==> src/lptm_pkg.sv <==
// constants for the line phase timing monitor
package lptm_pkg;
    // clock and measurement tick rates, kHz; the tick is a fractional divide
    localparam int unsigned CLK_KHZ  = 100000;
    localparam int unsigned TICK_KHZ = 256;
    localparam int          ACC_W    = 17;
    localparam logic [ACC_W-1:0] ACC_STEP = ACC_W'(TICK_KHZ);
    localparam logic [ACC_W-1:0] ACC_WRAP = ACC_W'(CLK_KHZ);

    localparam int FLAG_W          = 32;
    localparam int PHSTAT_W        = 16;
    localparam int PHASE_ORDER_BIT = 19;
    localparam int UNDERVOLT_BIT   = 16;
    localparam int SAG_PHASE_LSB   = 12;

    // delay_pair_sel encodings
    localparam logic [1:0] SEL_SAME_PHASE = 2'h0;
    localparam logic [1:0] SEL_VOLTAGES   = 2'h1;
    localparam logic [1:0] SEL_CURRENTS   = 2'h2;
    // line_period_source encodings
    localparam logic [1:0] SRC_PHASE_B = 2'h1;
    localparam logic [1:0] SRC_PHASE_C = 2'h2;

    // last rising voltage crossing seen
    typedef enum logic [3:0] {
        LPTM_SEEN_NONE = 4'b0001,
        LPTM_SEEN_A    = 4'b0010,
        LPTM_SEEN_B    = 4'b0100,
        LPTM_SEEN_C    = 4'b1000
    } lptm_seen_e;
endpackage

==> src/lptm_monitor.sv <==
// line phase timing monitor: phase order, delays, period, sag
`timescale 1ns/1ps
`default_nettype none

// Functional notes
// - order check uses rising voltage crossings only
// - A then C then B sets fault bit
// - enabled fault drives interrupt line low
// - writing one to bit clears fault
// - every out-of-order rising crossing sets fault again
// - delays start and stop on rising crossings
// - select 00 measures voltage to current per phase
// - select 01 stores voltage delays AC, BC, AB
// - select 10 stores current delays AC, BC, AB
// - delay is 16-bit count of 256 kHz ticks
// - period measured on selected phase voltage
// - period is 16-bit tick count, once per cycle
// - stored period equals ticks minus one
// - sag below level for half cycles marks phase
// - small voltage amplitude yields no voltage crossing events
// - undervoltage flag set after count; zero invalid
// - clearing undervoltage also clears phase sag flags
module lptm_monitor
    import lptm_pkg::*;
#(
    parameter int RES_W    = 16,
    parameter int LEVEL_W  = 24,
    parameter int SAG_HALFCYCLE_COUNT_W = 8
) (
    input  wire logic                 i_clk,
    input  wire logic                 i_rst,
    input  wire logic [2:0]           i_zxv_rise,
    input  wire logic [2:0]           i_zxv_fall,
    input  wire logic [2:0]           i_zxi_rise,
    input  wire logic [2:0]           i_v_amp_ok,
    input  wire logic [3*LEVEL_W-1:0] i_v_abs,
    input  wire logic [LEVEL_W-1:0]   i_sag_level,
    input  wire logic [SAG_HALFCYCLE_COUNT_W-1:0]  i_sag_halfcycle_count,
    input  wire logic                 i_sag_count_wr,
    input  wire logic [1:0]           i_delay_pair_sel,
    input  wire logic [1:0]           i_line_period_source,
    input  wire logic [FLAG_W-1:0]    i_event_enable_1,
    input  wire logic                 i_flags_wr,
    input  wire logic [FLAG_W-1:0]    i_flags_wdata,
    output logic [RES_W-1:0]          o_delay_result_0,
    output logic [RES_W-1:0]          o_delay_result_1,
    output logic [RES_W-1:0]          o_delay_result_2,
    output logic [RES_W-1:0]          o_line_cycle_length,
    output logic [FLAG_W-1:0]         o_event_flags_1,
    output logic [PHSTAT_W-1:0]       o_phase_event_flags,
    output logic                      o_interrupt_line_1_n
);

    if (RES_W < 2 || RES_W > 32 || LEVEL_W < 1 || SAG_HALFCYCLE_COUNT_W < 1 || SAG_HALFCYCLE_COUNT_W > 16) begin : g_bad_param
        $error("lptm_monitor: unsupported parameter value");
    end

    // amplitude-qualified voltage crossings
    logic [2:0] rv;
    logic [2:0] fv;
    assign rv = i_zxv_rise & i_v_amp_ok;
    assign fv = i_zxv_fall & i_v_amp_ok;

    // 256 kHz tick: accumulator keeps the average rate exact
    logic [ACC_W-1:0] acc;
    logic [ACC_W-1:0] next_acc;
    logic             tick;
    logic             next_tick;

    always_comb begin
        next_acc  = acc + ACC_STEP;
        next_tick = 1'b0;
        if (next_acc >= ACC_WRAP) begin
            next_acc  = next_acc - ACC_WRAP;
            next_tick = 1'b1;
        end
    end

    always_ff @(posedge i_clk) begin
        if (i_rst) begin
            acc  <= '0;
            tick <= 1'b0;
        end else begin
            acc  <= next_acc;
            tick <= next_tick;
        end
    end

    // start/stop crossings; channel 3 is the line period
    logic [3:0] start_ev;
    logic [3:0] stop_ev;
    logic [2:0] pair_ev;

    always_comb begin
        pair_ev = (i_delay_pair_sel == SEL_CURRENTS) ? i_zxi_rise : rv;
        unique case (i_delay_pair_sel)
            SEL_VOLTAGES, SEL_CURRENTS: begin
                start_ev[2:0] = {pair_ev[0], pair_ev[1], pair_ev[0]};
                stop_ev[2:0]  = {pair_ev[1], pair_ev[2], pair_ev[2]};
            end
            default: begin
                start_ev[2:0] = rv;
                stop_ev[2:0]  = i_zxi_rise;
            end
        endcase
        unique case (i_line_period_source)
            SRC_PHASE_B: start_ev[3] = rv[1];
            SRC_PHASE_C: start_ev[3] = rv[2];
            default:     start_ev[3] = rv[0];
        endcase
        stop_ev[3] = start_ev[3];
    end

    logic [4*RES_W-1:0] res_bus;

    for (genvar k = 0; k < 4; k++) begin : g_ch
        logic [RES_W-1:0] cnt;
        logic [RES_W-1:0] res;
        logic             run;
        logic [RES_W-1:0] next_cnt;
        logic [RES_W-1:0] next_res;
        logic             next_run;

        always_comb begin
            next_cnt = cnt;
            next_res = res;
            next_run = run;
            if (tick && cnt != {RES_W{1'b1}}) begin
                next_cnt = cnt + 1'b1;
            end
            if (stop_ev[k] && run) begin
                next_run = 1'b0;
                if (k == 3) begin
                    next_res = (cnt == '0) ? '0 : cnt - 1'b1;
                end else begin
                    next_res = cnt;
                end
            end
            // period start equals its stop, so capture above then restart here
            if (start_ev[k]) begin
                next_cnt = '0;
                next_run = 1'b1;
            end
        end

        always_ff @(posedge i_clk) begin
            if (i_rst) begin
                cnt <= '0;
                res <= '0;
                run <= 1'b0;
            end else begin
                cnt <= next_cnt;
                res <= next_res;
                run <= next_run;
            end
        end

        assign res_bus[k*RES_W +: RES_W] = res;

    end

    assign o_delay_result_0    = res_bus[0*RES_W +: RES_W];
    assign o_delay_result_1    = res_bus[1*RES_W +: RES_W];
    assign o_delay_result_2    = res_bus[2*RES_W +: RES_W];
    assign o_line_cycle_length = res_bus[3*RES_W +: RES_W];

    // sag: per phase count of whole half cycles spent below level
    logic [2:0] sag_hit;

    for (genvar p = 0; p < 3; p++) begin : g_sag
        logic                below;
        logic [SAG_HALFCYCLE_COUNT_W-1:0] hc_cnt;
        logic                next_below;
        logic [SAG_HALFCYCLE_COUNT_W-1:0] next_hc_cnt;
        logic                under;
        logic                full;
        logic                hit;

        assign under = i_v_abs[p*LEVEL_W +: LEVEL_W] < i_sag_level;
        assign full  = below && under;
        // one driver per bit keeps the shared vector out of every comb process
        assign sag_hit[p] = hit;

        always_comb begin
            next_below  = below && under;
            next_hc_cnt = hc_cnt;
            hit         = 1'b0;
            if (rv[p] || fv[p]) begin
                next_below  = 1'b1;
                next_hc_cnt = full ? hc_cnt + 1'b1 : '0;
                // a zero count never matches, so it never fires
                if (full && i_sag_halfcycle_count != '0 && next_hc_cnt == i_sag_halfcycle_count) begin
                    hit         = 1'b1;
                    next_hc_cnt = '0;
                end
            end
            if (i_sag_count_wr) begin
                next_hc_cnt = '0;
            end
        end

        always_ff @(posedge i_clk) begin
            if (i_rst) begin
                below  <= 1'b0;
                hc_cnt <= '0;
            end else begin
                below  <= next_below;
                hc_cnt <= next_hc_cnt;
            end
        end
    end

    // phase order checker
    lptm_seen_e seen;
    lptm_seen_e next_seen;
    logic [2:0] rv_first;
    logic [2:0] expect_oh;
    logic       seq_fault;

    assign rv_first = rv & (~rv + 3'h1);

    always_comb begin
        next_seen = seen;
        expect_oh = 3'h0;
        unique case (seen)
            LPTM_SEEN_NONE: expect_oh = 3'h0;
            LPTM_SEEN_A:    expect_oh = 3'h2;
            LPTM_SEEN_B:    expect_oh = 3'h4;
            LPTM_SEEN_C:    expect_oh = 3'h1;
            default:        expect_oh = 3'h0;
        endcase
        // current channels and falling edges never reach this checker
        seq_fault = (rv != 3'h0) && (seen != LPTM_SEEN_NONE) && (rv_first != expect_oh);
        if (rv_first == 3'h1) next_seen = LPTM_SEEN_A;
        if (rv_first == 3'h2) next_seen = LPTM_SEEN_B;
        if (rv_first == 3'h4) next_seen = LPTM_SEEN_C;
    end

    // flags: a set in the clear cycle wins
    logic       fault_flag;
    logic       uv_flag;
    logic [2:0] sag_phase;
    logic       next_fault_flag;
    logic       next_uv_flag;
    logic [2:0] next_sag_phase;
    logic       clr_fault;
    logic       clr_uv;

    assign clr_fault = i_flags_wr && i_flags_wdata[PHASE_ORDER_BIT];
    assign clr_uv    = i_flags_wr && i_flags_wdata[UNDERVOLT_BIT];

    always_comb begin
        next_fault_flag = seq_fault || (fault_flag && !clr_fault);
        next_uv_flag    = (sag_hit != 3'h0) || (uv_flag && !clr_uv);
        next_sag_phase  = clr_uv ? 3'h0 : sag_phase;
        if (sag_hit != 3'h0) begin
            next_sag_phase = sag_hit;
        end
    end

    always_ff @(posedge i_clk) begin
        if (i_rst) begin
            seen       <= LPTM_SEEN_NONE;
            fault_flag <= 1'b0;
            uv_flag    <= 1'b0;
            sag_phase  <= 3'h0;
        end else begin
            seen       <= next_seen;
            fault_flag <= next_fault_flag;
            uv_flag    <= next_uv_flag;
            sag_phase  <= next_sag_phase;
        end
    end

    assign o_event_flags_1 = (FLAG_W'(fault_flag) << PHASE_ORDER_BIT) | (FLAG_W'(uv_flag) << UNDERVOLT_BIT);
    assign o_phase_event_flags = PHSTAT_W'(sag_phase) << SAG_PHASE_LSB;
    assign o_interrupt_line_1_n = ~|(o_event_flags_1 & i_event_enable_1);
endmodule

`default_nettype wire

==> config.mk <==
export PLATFORM = sky130hd
export DESIGN_NAME = lptm_monitor
export DESIGN_NICKNAME = d
export VERILOG_FILES = /design/src/lptm_pkg.sv /design/src/lptm_monitor.sv
export SDC_FILE = /design/constraint.sdc
export NUM_CORES = 1
export LEC_CHECK = 0
export BUFFER_PORTS_ARGS = -buffer_cell sky130_fd_sc_hd__clkbuf_2
export CAP_MARGIN = 20
export CORE_UTILIZATION = 25
export DETAILED_ROUTE_END_ITERATION = 10
export PLACE_DENSITY = 0.51
export RECOVER_POWER = 25
export SYNTH_ARGS = -nofsm -noshare
export SYNTH_HDL_FRONTEND = slang
export SYNTH_SLANG_ARGS = --single-unit
export TNS_END_PERCENT = 10
==> constraint.sdc <==
create_clock -name i_clk -period 5.4 [get_ports i_clk]
set_input_delay 0.81 -clock i_clk [delete_from_list [all_inputs] [get_ports i_clk]]
set_output_delay 0.81 -clock i_clk [all_outputs]
set_load 0.01 [all_outputs]
==> impl_metrics.prom, run 1 <==
# TYPE chip_impl_metric gauge
chip_impl_info{name="status",value="complete, but fails checks"} 1
chip_impl_info{name="violations",value="capacitance limit, slew limit"} 1
chip_impl_metric{name="synth.distinct_cells",unit=""} 64
chip_impl_metric{name="synthArstFlopShare",unit="%"} 0
chip_impl_info{name="worstHoldPathType",value="reg2reg"} 1
chip_impl_metric{name="place_hpwl",unit="um"} 22600
chip_impl_metric{name="grt_max_degree",unit=""} 93
chip_impl_metric{name="finClkSkew",unit="ns"} 0.0163
chip_impl_metric{name="clock_tree.buffer_depth",unit=""} 2
chip_impl_metric{name="port_buffer_count",unit=""} 197
chip_impl_info{name="min-delay-start",value="o_line_cycle_length[14]$_SDFFE_PP0P_"} 1
chip_impl_metric{name="worst-slew-pin-transition",unit="ns"} 2.03
chip_impl_info{name="tritoncts",value="yes"} 1
chip_impl_metric{name="wire_length_of_the_first_global_routing_pass",unit="um"} 46800
chip_impl_metric{name="route.detailed.vias_per_inst",unit=""} 4.67
chip_impl_metric{name="syn-mean-instance-area",unit="um2"} 8.31
chip_impl_metric{name="post-route-drc-count",unit=""} 0
chip_impl_metric{name="ir_drop",unit="uV"} 267
chip_impl_info{name="setup.worst_path.start_class",value="input port"} 1
chip_impl_metric{name="detail_route.iter0.violations",unit=""} 550
chip_impl_metric{name="timing.setup.tns",unit="ns"} 0
chip_impl_metric{name="drive_gt1_share",unit="%"} 12.9
chip_impl_metric{name="finalMaxSlewViolations",unit=""} 93
chip_impl_metric{name="critical_path_required",unit="ns"} 5.76
chip_impl_metric{name="dieHeight",unit="um"} 209
chip_impl_metric{name="post_synthesis_cell_area",unit="um2"} 10700
chip_impl_metric{name="post-cts-setup-buffers",unit=""} 0
chip_impl_info{name="hold_end",value="o_line_cycle_length[14]$_SDFFE_PP0P_"} 1
chip_impl_metric{name="grt_util_all_layers",unit="%"} 13.6
chip_impl_metric{name="antenna_cells_inserted",unit=""} 0
chip_impl_metric{name="worst-r2r-cell-count",unit=""} 8
chip_impl_metric{name="clock_sinks",unit=""} 181
chip_impl_metric{name="vias",unit=""} 9378
chip_impl_info{name="worst_setup_path_end_kind",value="flop"} 1
chip_impl_metric{name="worst_hold_path.num_cells",unit=""} 2
chip_impl_metric{name="cts_buffers",unit=""} 17
chip_impl_metric{name="slew_headroom",unit="%"} -35.4
chip_impl_metric{name="boundary_pin_count",unit=""} 301
chip_impl_metric{name="drt_pass1_iterations",unit=""} 5
chip_impl_metric{name="floorplan.initialDensity",unit="%"} 25.4
chip_impl_metric{name="pwr_density_cell",unit="nW/um2"} 235
chip_impl_metric{name="synth-seq-area-share",unit="%"} 33.9
chip_impl_metric{name="antenna_violating_nets_left",unit=""} 0
chip_impl_metric{name="synth_enable_flop_cells",unit=""} 0
chip_impl_info{name="r2r_start",value="acc[8]$_SDFF_PP0_"} 1
chip_impl_metric{name="pleak",unit="nW"} 5.38
chip_impl_metric{name="timing.max_cap.violations",unit=""} 1
chip_impl_metric{name="synth.yosys.warnings",unit=""} 0
chip_impl_metric{name="grt_antenna_before_repair",unit=""} 0
chip_impl_metric{name="arrival",unit="ns"} 3.39
chip_impl_metric{name="whs",unit="ns"} 0.461
chip_impl_metric{name="fmax",unit="MHz"} 331
chip_impl_metric{name="timing_hold_violations_final",unit=""} 0
chip_impl_metric{name="first_global_vias",unit=""} 8859
chip_impl_metric{name="clk_pin_slew",unit="ns"} 0.07
chip_impl_metric{name="layout-area-overhead-vs-synth",unit="%"} 17.2
chip_impl_info{name="synth_area_leaders",value="dfxtp_1 34%, ha_1 9.9%, nor2_1 6.4%, mux2i_1 5.1%, xnor2_1 4.4%"} 1
chip_impl_info{name="rsz0062_at_grt",value="false"} 1
chip_impl_metric{name="worst_setup_slack_after_layout",unit="ns"} 2.38
chip_impl_metric{name="synthesis.instances",unit=""} 1287
chip_impl_metric{name="final_cycle_share",unit="%"} 56.0
chip_impl_metric{name="cts_resized",unit=""} 0
chip_impl_metric{name="postSynthRegisterBits",unit=""} 181
chip_impl_info{name="flip_flop_cell_with_the_highest_count_after_synthesis",value="dfxtp_1"} 1
chip_impl_metric{name="post_drt_wl_per_cell",unit="um"} 14.7
chip_impl_metric{name="synth_top_area_share",unit="%"} 33.9
chip_impl_metric{name="final_period_minus_worst_setup_slack",unit="ns"} 3.02
chip_impl_metric{name="fp.dieW",unit="um"} 209
chip_impl_metric{name="final-setup-viol-count",unit=""} 0
chip_impl_metric{name="total_die_area",unit="um2"} 43600
chip_impl_metric{name="clock_latency",unit="ns"} 0.48
chip_impl_metric{name="final_nets",unit=""} 1727
chip_impl_metric{name="hold_buffers",unit=""} 0
chip_impl_metric{name="wl",unit="um"} 29600
chip_impl_metric{name="gp_congestion",unit=""} 0.835
chip_impl_info{name="regToRegEndpoint",value="acc[14]$_SDFF_PP0_"} 1
chip_impl_metric{name="crit_path_max_fanout",unit=""} 13
chip_impl_metric{name="grt.overflow.total",unit=""} 0
chip_impl_metric{name="r2r_setup_slack",unit="ns"} 2.39
chip_impl_info{name="timing_worst_setup_path_type",value="in2reg"} 1
chip_impl_info{name="ctsRootBufferMaster",value="clkbuf_16"} 1
chip_impl_metric{name="floorplan.rows",unit=""} 75
chip_impl_metric{name="h-tree-depth",unit=""} 4
chip_impl_info{name="yosysTopAreaCell",value="dfxtp_1"} 1
chip_impl_metric{name="core_area",unit="um2"} 42000
chip_impl_metric{name="post-place-ws",unit="ns"} 1.89
critical path: stages:
cell and delay, ns:
clkbuf_2 0.08, inv_1 0.12, ha_1 0.26, a21o_1 0.17, a221o_1 0.36, a221oi_1 0.37
o211ai_1 0.15, a21oi_1 0.16, buf_4 0.24, or3b_4 0.44, a31o_1 0.21
placed cells by master (no fill, tap or decap), types with 9 or more instances in the layout:
cell type	n
nor2_1	183
dfxtp_1	181
clkbuf_2	142
nand2_1	88
ha_1	85
a21oi_1	64
nand3_1	60
clkbuf_1	56
mux2i_1	55
inv_1	54
xnor2_1	54
xor2_1	54
conb_1	43
nand4_1	39
o21ai_0	29
and3_1	25
nor3_1	25
a22oi_1	17
clkbuf_16	17
or3_1	16
nor4_1	15
nand2b_1	13
a21o_1	13
nor2b_1	11
and4_1	10
a31oi_1	10
o211ai_1	9
routing by layer:
layer	track usage (%)	routed length (um)
met2	22.1	13500
met4	5.43	673
met1	17.0	13900
met3	3.85	1550
met5	0	0
power by group:
part | internal, mW | leakage, nW | switching, mW
clock | 0.630 | 0.289 | 0.636
combinational | 0.129 | 3.63 | 0.205
sequential | 1.34 | 1.46 | 0.00902
through the flow:
stage	area [um2]	utilization (%)	instances	total power [mW]
6_report	12500	29.8	2006	2.95
5_1_grt	12500	29.8	2006	3.10
3_5_place_dp	12000	28.6	1972	1.72
4_1_cts	12600	30.0	2004	3.02
2_1_floorplan	10900	-	1329	1.62
3_3_place_gp	12000	28.6	1972	1.72
cell families (layout without fill, tap and decap cells):
logic type	after synthesis	in the layout	synth area share (%)
buffers and inverters	152	290	7.05
xor gates and xnor gates	110	110	9.27
muxes	55	55	5.15
and+or+nand+nor	511	511	23.1
DFF	181	181	33.9
AOI/OAI and AO/OA	192	192	11.6
other	1	43	0.0350
adders and majority gates	85	85	9.94
area by class of cell:
cell class	instances	area, um2
clock buffer	18	439
clock inverter	14	155
fill	4584	29500
inverter	54	203
multi-input combinational	996	6480
sequential	181	3620
tap	539	674
timing repair buffer	204	966
Yosys cell counts, types with 13 or more instances:
cell type / count
a21o_1: 13
a21oi_1: 64
a22oi_1: 17
and3_1: 25
buf_4: 46
clkbuf_1: 43
dfxtp_1: 181
ha_1: 85
inv_1: 54
mux2i_1: 55
nand2_1: 88
nand2b_1: 13
nand3_1: 60
nand4_1: 39
nor2_1: 183
nor3_1: 25
nor4_1: 15
o21ai_0: 29
or3_1: 16
xnor2_1: 54
xor2_1: 54
state kept, by name (all words and copies together), names as in the netlist:
| name | cells |
|---|---|
| acc | 12 |
| fault_flag | 1 |
| g_ch.cnt | 64 |
| g_ch.run | 4 |
| g_sag.below | 3 |
| g_sag.hc_cnt | 24 |
| o_delay_result_0 | 16 |
| o_delay_result_1 | 16 |
| o_delay_result_2 | 16 |
| o_line_cycle_length | 16 |
| sag_phase | 3 |
| seen | 4 |
| tick | 1 |
| uv_flag | 1 |
how the worst max path moves through the flow:
stage,startpoint,slack (ns),end
after floorplan,i_sag_level[13],2.53,sag_phase[1]$_SDFFE_PP0P_
after global placement,i_sag_level[13],1.90,sag_phase[1]$_SDFFE_PP0P_
after detailed placement,i_sag_level[13],1.89,sag_phase[1]$_SDFFE_PP0P_
after CTS,i_sag_level[13],2.40,sag_phase[1]$_SDFFE_PP0P_
after global routing,acc[8]$_SDFF_PP0_,2.09,acc[13]$_SDFF_PP0_
final,i_sag_level[13],2.38,sag_phase[1]$_SDFFE_PP0P_
Power figures use the tool's default switching activity.
==> run 2: changes to the inputs <==
--- a/config.mk
+++ b/config.mk
@@ -9,7 +9,7 @@
 export CAP_MARGIN = 20
 export CORE_UTILIZATION = 25
 export DETAILED_ROUTE_END_ITERATION = 10
-export PLACE_DENSITY = 0.51
+export PLACE_DENSITY = 0.53
 export RECOVER_POWER = 25
 export SYNTH_ARGS = -nofsm -noshare
 export SYNTH_HDL_FRONTEND = slang
==> constraint.sdc (replaced) <==
create_clock -name i_clk -period 2.7 [get_ports i_clk]
set_input_delay 0.405 -clock i_clk [delete_from_list [all_inputs] [get_ports i_clk]]
set_output_delay 0.405 -clock i_clk [all_outputs]
set_load 0.01 [all_outputs]
==> run 2 against run 1 <==
  * The flow now finishes without violations
  * Worst setup slack got worse by 2.1 ns
  * Combinational power rose by 110%
  * Sequential share of layout area fell by 0.73 points
  * Clock power rose by 100%
  * Total power rose by 100%
==> impl_metrics.prom, run 2 (synthesis gave the netlist of run 1 again) <==
# TYPE chip_impl_metric gauge
chip_impl_info{name="status",value="complete, no violations"} 1
chip_impl_metric{name="post-cts-setup-buffers",unit=""} 0
chip_impl_metric{name="final_nets",unit=""} 1764
chip_impl_metric{name="clock_latency",unit="ns"} 0.46
chip_impl_metric{name="detail_route.iter0.violations",unit=""} 601
chip_impl_metric{name="antenna_cells_inserted",unit=""} 0
chip_impl_metric{name="arrival",unit="ns"} 2.79
chip_impl_metric{name="grt_max_degree",unit=""} 93
chip_impl_metric{name="crit_path_max_incr_delay",unit="ns"} 0.46
chip_impl_info{name="crit_top_cell",value="xnor2_1"} 1
chip_impl_info{name="worstHoldPathType",value="in2reg"} 1
chip_impl_metric{name="slew_headroom",unit="%"} 46.6
chip_impl_metric{name="core_area",unit="um2"} 42000
chip_impl_metric{name="pleak",unit="nW"} 5.56
chip_impl_metric{name="post_drt_wl_per_cell",unit="um"} 14.7
chip_impl_metric{name="total_die_area",unit="um2"} 43600
chip_impl_metric{name="worst-slew-pin-transition",unit="ns"} 0.799
chip_impl_metric{name="timing.critical_path.depth",unit=""} 9
chip_impl_metric{name="grt_util_all_layers",unit="%"} 13.8
chip_impl_info{name="setup.worst_path.start_class",value="flop"} 1
chip_impl_info{name="final_common_cell",value="nor2_1"} 1
chip_impl_metric{name="drt_pass1_iterations",unit=""} 5
chip_impl_info{name="timing_worst_setup_path_type",value="reg2reg"} 1
chip_impl_metric{name="floorplan.initialDensity",unit="%"} 25.4
chip_impl_metric{name="timing.max_cap.violations",unit=""} 0
chip_impl_info{name="max_flop_register",value="g_ch.cnt"} 1
chip_impl_metric{name="largest_register_ffs",unit=""} 64
chip_impl_metric{name="critical_path_required",unit="ns"} 3.03
chip_impl_info{name="tritoncts",value="yes"} 1
chip_impl_metric{name="post-route-drc-count",unit=""} 0
chip_impl_metric{name="wire_length_of_the_first_global_routing_pass",unit="um"} 47700
chip_impl_metric{name="finClkSkew",unit="ns"} 0.0126
chip_impl_metric{name="clock_sinks",unit=""} 181
chip_impl_metric{name="ir_drop",unit="uV"} 397
chip_impl_metric{name="clk_pin_slew",unit="ns"} 0.08
chip_impl_metric{name="floorplan.rows",unit=""} 75
chip_impl_metric{name="layout-area-overhead-vs-synth",unit="%"} 20.2
chip_impl_metric{name="route.detailed.vias_per_inst",unit=""} 4.66
chip_impl_metric{name="whs",unit="ns"} 0.196
chip_impl_info{name="final_cell_mix",value="183 x nor2_1, 181 x dfxtp_1, 139 x clkbuf_2"} 1
chip_impl_metric{name="dieHeight",unit="um"} 209
chip_impl_info{name="crit_slowest_cell",value="dfxtp_1"} 1
chip_impl_metric{name="p_total",unit="mW"} 6.01
chip_impl_metric{name="cts_resized",unit=""} 0
chip_impl_metric{name="vias",unit=""} 9513
chip_impl_metric{name="grt_antenna_before_repair",unit=""} 0
chip_impl_metric{name="gp_congestion",unit=""} 0.863
chip_impl_metric{name="boundary_pin_count",unit=""} 301
chip_impl_metric{name="crit_path_max_fanout",unit=""} 12
chip_impl_metric{name="cts_buffers",unit=""} 17
chip_impl_metric{name="timing_hold_violations_final",unit=""} 0
chip_impl_metric{name="worst-r2r-cell-count",unit=""} 9
chip_impl_metric{name="fp.dieW",unit="um"} 209
chip_impl_metric{name="port_buffer_count",unit=""} 197
chip_impl_metric{name="timing.setup.tns",unit="ns"} 0
chip_impl_metric{name="place_hpwl",unit="um"} 23400
chip_impl_info{name="timing.critical_path.cells",value="ha_1, xnor2_1, a31oi_1, or2_2, o311ai_2, buf_4, nor3_1, xnor2_1, nor2_1"} 1
chip_impl_metric{name="final_cycle_share",unit="%"} 91.1
chip_impl_info{name="cpLargestDelayFamily",value="compound AO/OA/AOI/OAI gates"} 1
chip_impl_metric{name="seqCellArea",unit="um2"} 3620
chip_impl_metric{name="hold_buffers",unit=""} 0
chip_impl_metric{name="h-tree-depth",unit=""} 4
chip_impl_metric{name="pwr_density_cell",unit="nW/um2"} 467
chip_impl_metric{name="wl",unit="um"} 30000
chip_impl_metric{name="layout.filler_cells",unit=""} 4520
chip_impl_metric{name="clock_tree.buffer_depth",unit=""} 2
chip_impl_info{name="worst_setup_path_end_kind",value="flop"} 1
chip_impl_info{name="ctsRootBufferMaster",value="clkbuf_16"} 1
chip_impl_metric{name="placed_area",unit="um2"} 12300
chip_impl_metric{name="grt.overflow.total",unit=""} 0
chip_impl_metric{name="first_global_vias",unit=""} 9214
chip_impl_metric{name="final_cell_area",unit="um2"} 12900
chip_impl_metric{name="worst_hold_path.num_cells",unit=""} 2
chip_impl_metric{name="final-setup-viol-count",unit=""} 0
chip_impl_metric{name="fmax",unit="MHz"} 407
chip_impl_metric{name="drive_gt1_share",unit="%"} 14.8
chip_impl_info{name="top_regs",value="g_ch.cnt x64, g_sag.hc_cnt x24"} 1
chip_impl_info{name="rsz0062_at_grt",value="false"} 1
chip_impl_metric{name="finalMaxSlewViolations",unit=""} 0
chip_impl_metric{name="final_period_minus_worst_setup_slack",unit="ns"} 2.46
chip_impl_metric{name="antenna_violating_nets_left",unit=""} 0
chip_impl_metric{name="timing.critical_path.buf_inv",unit=""} 1
chip_impl_metric{name="multi_input_area",unit="um2"} 6480
[run 2: layer usage]
layer	track usage, %	vias up	routed length, um
li1	-	4834	-
met1	17.1	4407	13800
met2	22.7	236	13800
met3	3.55	36	1800
met4	5.50	0	709
met5	0	-	0
[run 2: per-stage QoR]
| stage | instances | util (%) | setup WS, ns |
|---|---|---|---|
| after CTS | 2042 | 30.8 | 0.234 |
| after floorplan | 1329 | - | 0.238 |
| final | 2043 | 30.6 | 0.240 |
| after global placement | 2010 | 29.3 | -0.0779 |
| after global routing | 2043 | 30.6 | 0.0274 |
| after detailed placement | 2010 | 29.3 | -0.103 |
[run 2: final timing paths]
check / slack (ns) / to / from
setup / recovery: 0.24 / acc[12]$_SDFF_PP0_ / acc[9]$_SDFF_PP0_
setup reg to reg: 0.24 / acc[12]$_SDFF_PP0_ / acc[9]$_SDFF_PP0_
hold / removal: 0.20 / seen[2]$_SDFFE_PP0P_ / i_zxv_rise[0]
hold reg to reg: 0.46 / o_line_cycle_length[14]$_SDFFE_PP0P_ / o_line_cycle_length[14]$_SDFFE_PP0P_
[run 2: power breakdown]
group	switching, mW	internal, mW	total, mW	leakage, nW
registers	0.0155	2.69	2.70	1.46
clock network	1.32	1.27	2.59	0.297
logic	0.427	0.287	0.714	3.80
total	1.76	4.24	6.01	5.56
[run 2: cell type report]
cell class                 count  share of cell area, %
clock buffer                  17                   3.31
sequential                   181                   28.2
clock inverter                15                   1.54
inverter                      54                   1.58
multi-input combinational    996                   50.4
timing repair buffer         241                   9.80
tap                          539                   5.24
==> run 3: changes to the inputs <==
--- a/config.mk
+++ b/config.mk
@@ -9,7 +9,7 @@
 export CAP_MARGIN = 20
 export CORE_UTILIZATION = 25
 export DETAILED_ROUTE_END_ITERATION = 10
-export PLACE_DENSITY = 0.53
+export PLACE_DENSITY = 0.51
 export RECOVER_POWER = 25
 export SYNTH_ARGS = -nofsm -noshare
 export SYNTH_HDL_FRONTEND = slang
==> constraint.sdc (replaced) <==
create_clock -name i_clk -period 2.9 [get_ports i_clk]
set_input_delay 0.435 -clock i_clk [delete_from_list [all_inputs] [get_ports i_clk]]
set_output_delay 0.435 -clock i_clk [all_outputs]
set_load 0.01 [all_outputs]
==> run 3 against run 2 <==
  * Hold slack gained 0.042 ns
  * Clock power shrank 2%
  * Utilization shrank 0.37 points
  * Maximum frequency shrank 5.5%
  * Global-route usage grew 0.18 points
  * Routed wire length shrank 0.73%
  * Register-to-register slack gained 0.06 ns
  * Final area shrank 1.2%
  * Clock skew is essentially flat
  * Non-clock buffer count shrank 22
  * Sequential share of layout area grew 0.35 points
  * Clock-buffer cell count grew 3
  * Critical endpoint unchanged
  * Largest power group is now the clock network
==> impl_metrics.prom, run 3 (synthesis gave the netlist of run 1 again) <==
# TYPE chip_impl_metric gauge
chip_impl_info{name="status",value="complete, no violations"} 1
chip_impl_metric{name="final_period_minus_worst_setup_slack",unit="ns"} 2.60
chip_impl_info{name="timing_worst_setup_path_type",value="reg2reg"} 1
chip_impl_metric{name="h-tree-depth",unit=""} 4
chip_impl_info{name="worst_setup_path_end_kind",value="flop"} 1
chip_impl_metric{name="gp_congestion",unit=""} 0.888
chip_impl_metric{name="grt_max_degree",unit=""} 93
chip_impl_metric{name="drive_gt1_share",unit="%"} 13.6
chip_impl_metric{name="post-place-cells",unit=""} 1988
chip_impl_metric{name="route.detailed.vias_per_inst",unit=""} 4.65
chip_impl_info{name="timing.critical_path.from",value="acc[8]$_SDFF_PP0_"} 1
chip_impl_metric{name="layout.filler_cells",unit=""} 4498
chip_impl_metric{name="detail_route.iter0.violations",unit=""} 487
chip_impl_info{name="ctsRootBufferMaster",value="clkbuf_16"} 1
chip_impl_metric{name="crit_path_max_fanout",unit=""} 13
chip_impl_metric{name="pleak",unit="nW"} 5.46
chip_impl_metric{name="port_buffer_count",unit=""} 197
chip_impl_metric{name="post_layout_nonfiller_instances",unit=""} 2022
chip_impl_metric{name="slew_headroom",unit="%"} 30.4
chip_impl_metric{name="ir_drop",unit="uV"} 472
chip_impl_info{name="max_flop_register",value="g_ch.cnt"} 1
chip_impl_metric{name="final-setup-viol-count",unit=""} 0
chip_impl_metric{name="seqCellArea",unit="um2"} 3620
chip_impl_metric{name="final_cycle_share",unit="%"} 89.7
chip_impl_metric{name="post_drt_wl_per_cell",unit="um"} 14.7
chip_impl_metric{name="largest_register_ffs",unit=""} 64
chip_impl_metric{name="arrival",unit="ns"} 2.92
chip_impl_metric{name="fmax",unit="MHz"} 384
chip_impl_info{name="final_cell_mix",value="183 x nor2_1, 181 x dfxtp_1, 140 x clkbuf_2"} 1
chip_impl_metric{name="grt.overflow.total",unit=""} 0
chip_impl_metric{name="layout-area-overhead-vs-synth",unit="%"} 18.8
chip_impl_metric{name="clock_tree.buffer_depth",unit=""} 2
chip_impl_info{name="top_regs",value="g_ch.cnt x64, g_sag.hc_cnt x24"} 1
chip_impl_metric{name="vias",unit=""} 9409
chip_impl_metric{name="timing.max_cap.violations",unit=""} 0
chip_impl_metric{name="worst-slew-pin-transition",unit="ns"} 1.04
chip_impl_metric{name="wl",unit="um"} 29800
chip_impl_metric{name="dieHeight",unit="um"} 209
chip_impl_info{name="final_common_cell",value="nor2_1"} 1
chip_impl_metric{name="clock_sinks",unit=""} 181
chip_impl_metric{name="first_global_vias",unit=""} 9026
chip_impl_info{name="worstHoldPathType",value="in2reg"} 1
chip_impl_metric{name="floorplan.initialDensity",unit="%"} 25.4
chip_impl_metric{name="floorplan.rows",unit=""} 75
chip_impl_metric{name="post-cts-setup-buffers",unit=""} 0
chip_impl_metric{name="finClkSkew",unit="ns"} 0.0122
chip_impl_metric{name="timing_hold_violations_final",unit=""} 0
chip_impl_metric{name="boundary_pin_count",unit=""} 301
chip_impl_metric{name="cts_buffers",unit=""} 17
chip_impl_metric{name="grt_antenna_before_repair",unit=""} 3
chip_impl_info{name="tritoncts",value="yes"} 1
chip_impl_metric{name="finalMaxSlewViolations",unit=""} 0
chip_impl_info{name="r2r_start",value="acc[8]$_SDFF_PP0_"} 1
chip_impl_metric{name="timing.setup.tns",unit="ns"} 0
chip_impl_metric{name="wire_length_of_the_first_global_routing_pass",unit="um"} 47900
chip_impl_metric{name="multi_input_area",unit="um2"} 6480
chip_impl_metric{name="antenna_violating_nets_left",unit=""} 0
chip_impl_metric{name="hold_buffers",unit=""} 0
chip_impl_metric{name="critical_path_required",unit="ns"} 3.22
chip_impl_metric{name="pwr_density_cell",unit="nW/um2"} 448
chip_impl_metric{name="clock_latency",unit="ns"} 0.47
chip_impl_info{name="min-delay-start",value="i_v_amp_ok[0]"} 1
chip_impl_metric{name="final_util",unit="%"} 30.2
chip_impl_metric{name="drt_pass1_iterations",unit=""} 5
chip_impl_metric{name="total_die_area",unit="um2"} 43600
chip_impl_info{name="rsz0062_at_grt",value="false"} 1
chip_impl_metric{name="final_nets",unit=""} 1742
chip_impl_metric{name="fp.dieW",unit="um"} 209
chip_impl_metric{name="core_area",unit="um2"} 42000
chip_impl_metric{name="place_hpwl",unit="um"} 22900
chip_impl_metric{name="clk_pin_slew",unit="ns"} 0.07
chip_impl_info{name="setup.worst_path.start_class",value="flop"} 1
chip_impl_metric{name="cts_resized",unit=""} 0
chip_impl_metric{name="grt_util_all_layers",unit="%"} 14.0
chip_impl_metric{name="post-route-drc-count",unit=""} 0
run 3: path summary, 6_finish.rpt:
check                                          to  cells after the start  slack [ns]
min                          seen[2]$_SDFFE_PP0P_                      2        0.24
max reg2reg                    acc[12]$_SDFF_PP0_                      9        0.30
min reg2reg  o_line_cycle_length[14]$_SDFFE_PP0P_                      2        0.45
max                            acc[12]$_SDFF_PP0_                      9        0.30
run 3: power by group:
part / total, mW / internal [mW] / switching (mW)
clock network: 2.54 / 1.49 / 1.05
logic: 0.639 / 0.251 / 0.389
registers: 2.52 / 2.50 / 0.0170
total: 5.69 / 4.24 / 1.46
run 3: final cells by class:
type | count | area share (%)
diodes | 1 | 0.0197
clock buffers | 20 | 3.59
clock inverters | 12 | 1.39
inverters | 54 | 1.60
multi-input cells | 996 | 51.0
flip-flops and latches | 181 | 28.5
well taps | 539 | 5.31
repair buffers | 219 | 8.60
run 3: per-layer routing:
layer,global-route usage (%),wire length [um],vias up
met5,0,22,-
met4,5.40,671,4
met3,4.16,1780,42
met2,22.5,13600,250
met1,17.5,13800,4312
li1,-,-,4801
run 3: metrics by stage:
step	power, mW	cell area [um2]	setup slack [ns]	hold slack, ns
after floorplan	3.01	10900	0.408	0.440
after global placement	3.22	12100	0.0285	0.449
after detailed placement	3.23	12100	-0.0276	0.448
after CTS	5.82	12800	0.283	0.205
after global routing	5.98	12700	0.0511	0.231
final	5.69	12700	0.298	0.238
run 3: worst max-delay path: stages (launching register included):
cell      delay [ns]
dfxtp_1         0.53
ha_1            0.35
xnor2_1         0.25
a211oi_1        0.13
or2_2           0.35
o311ai_2        0.32
buf_4           0.25
nor3_1          0.08
xnor2_1         0.14
nor2_1          0.05
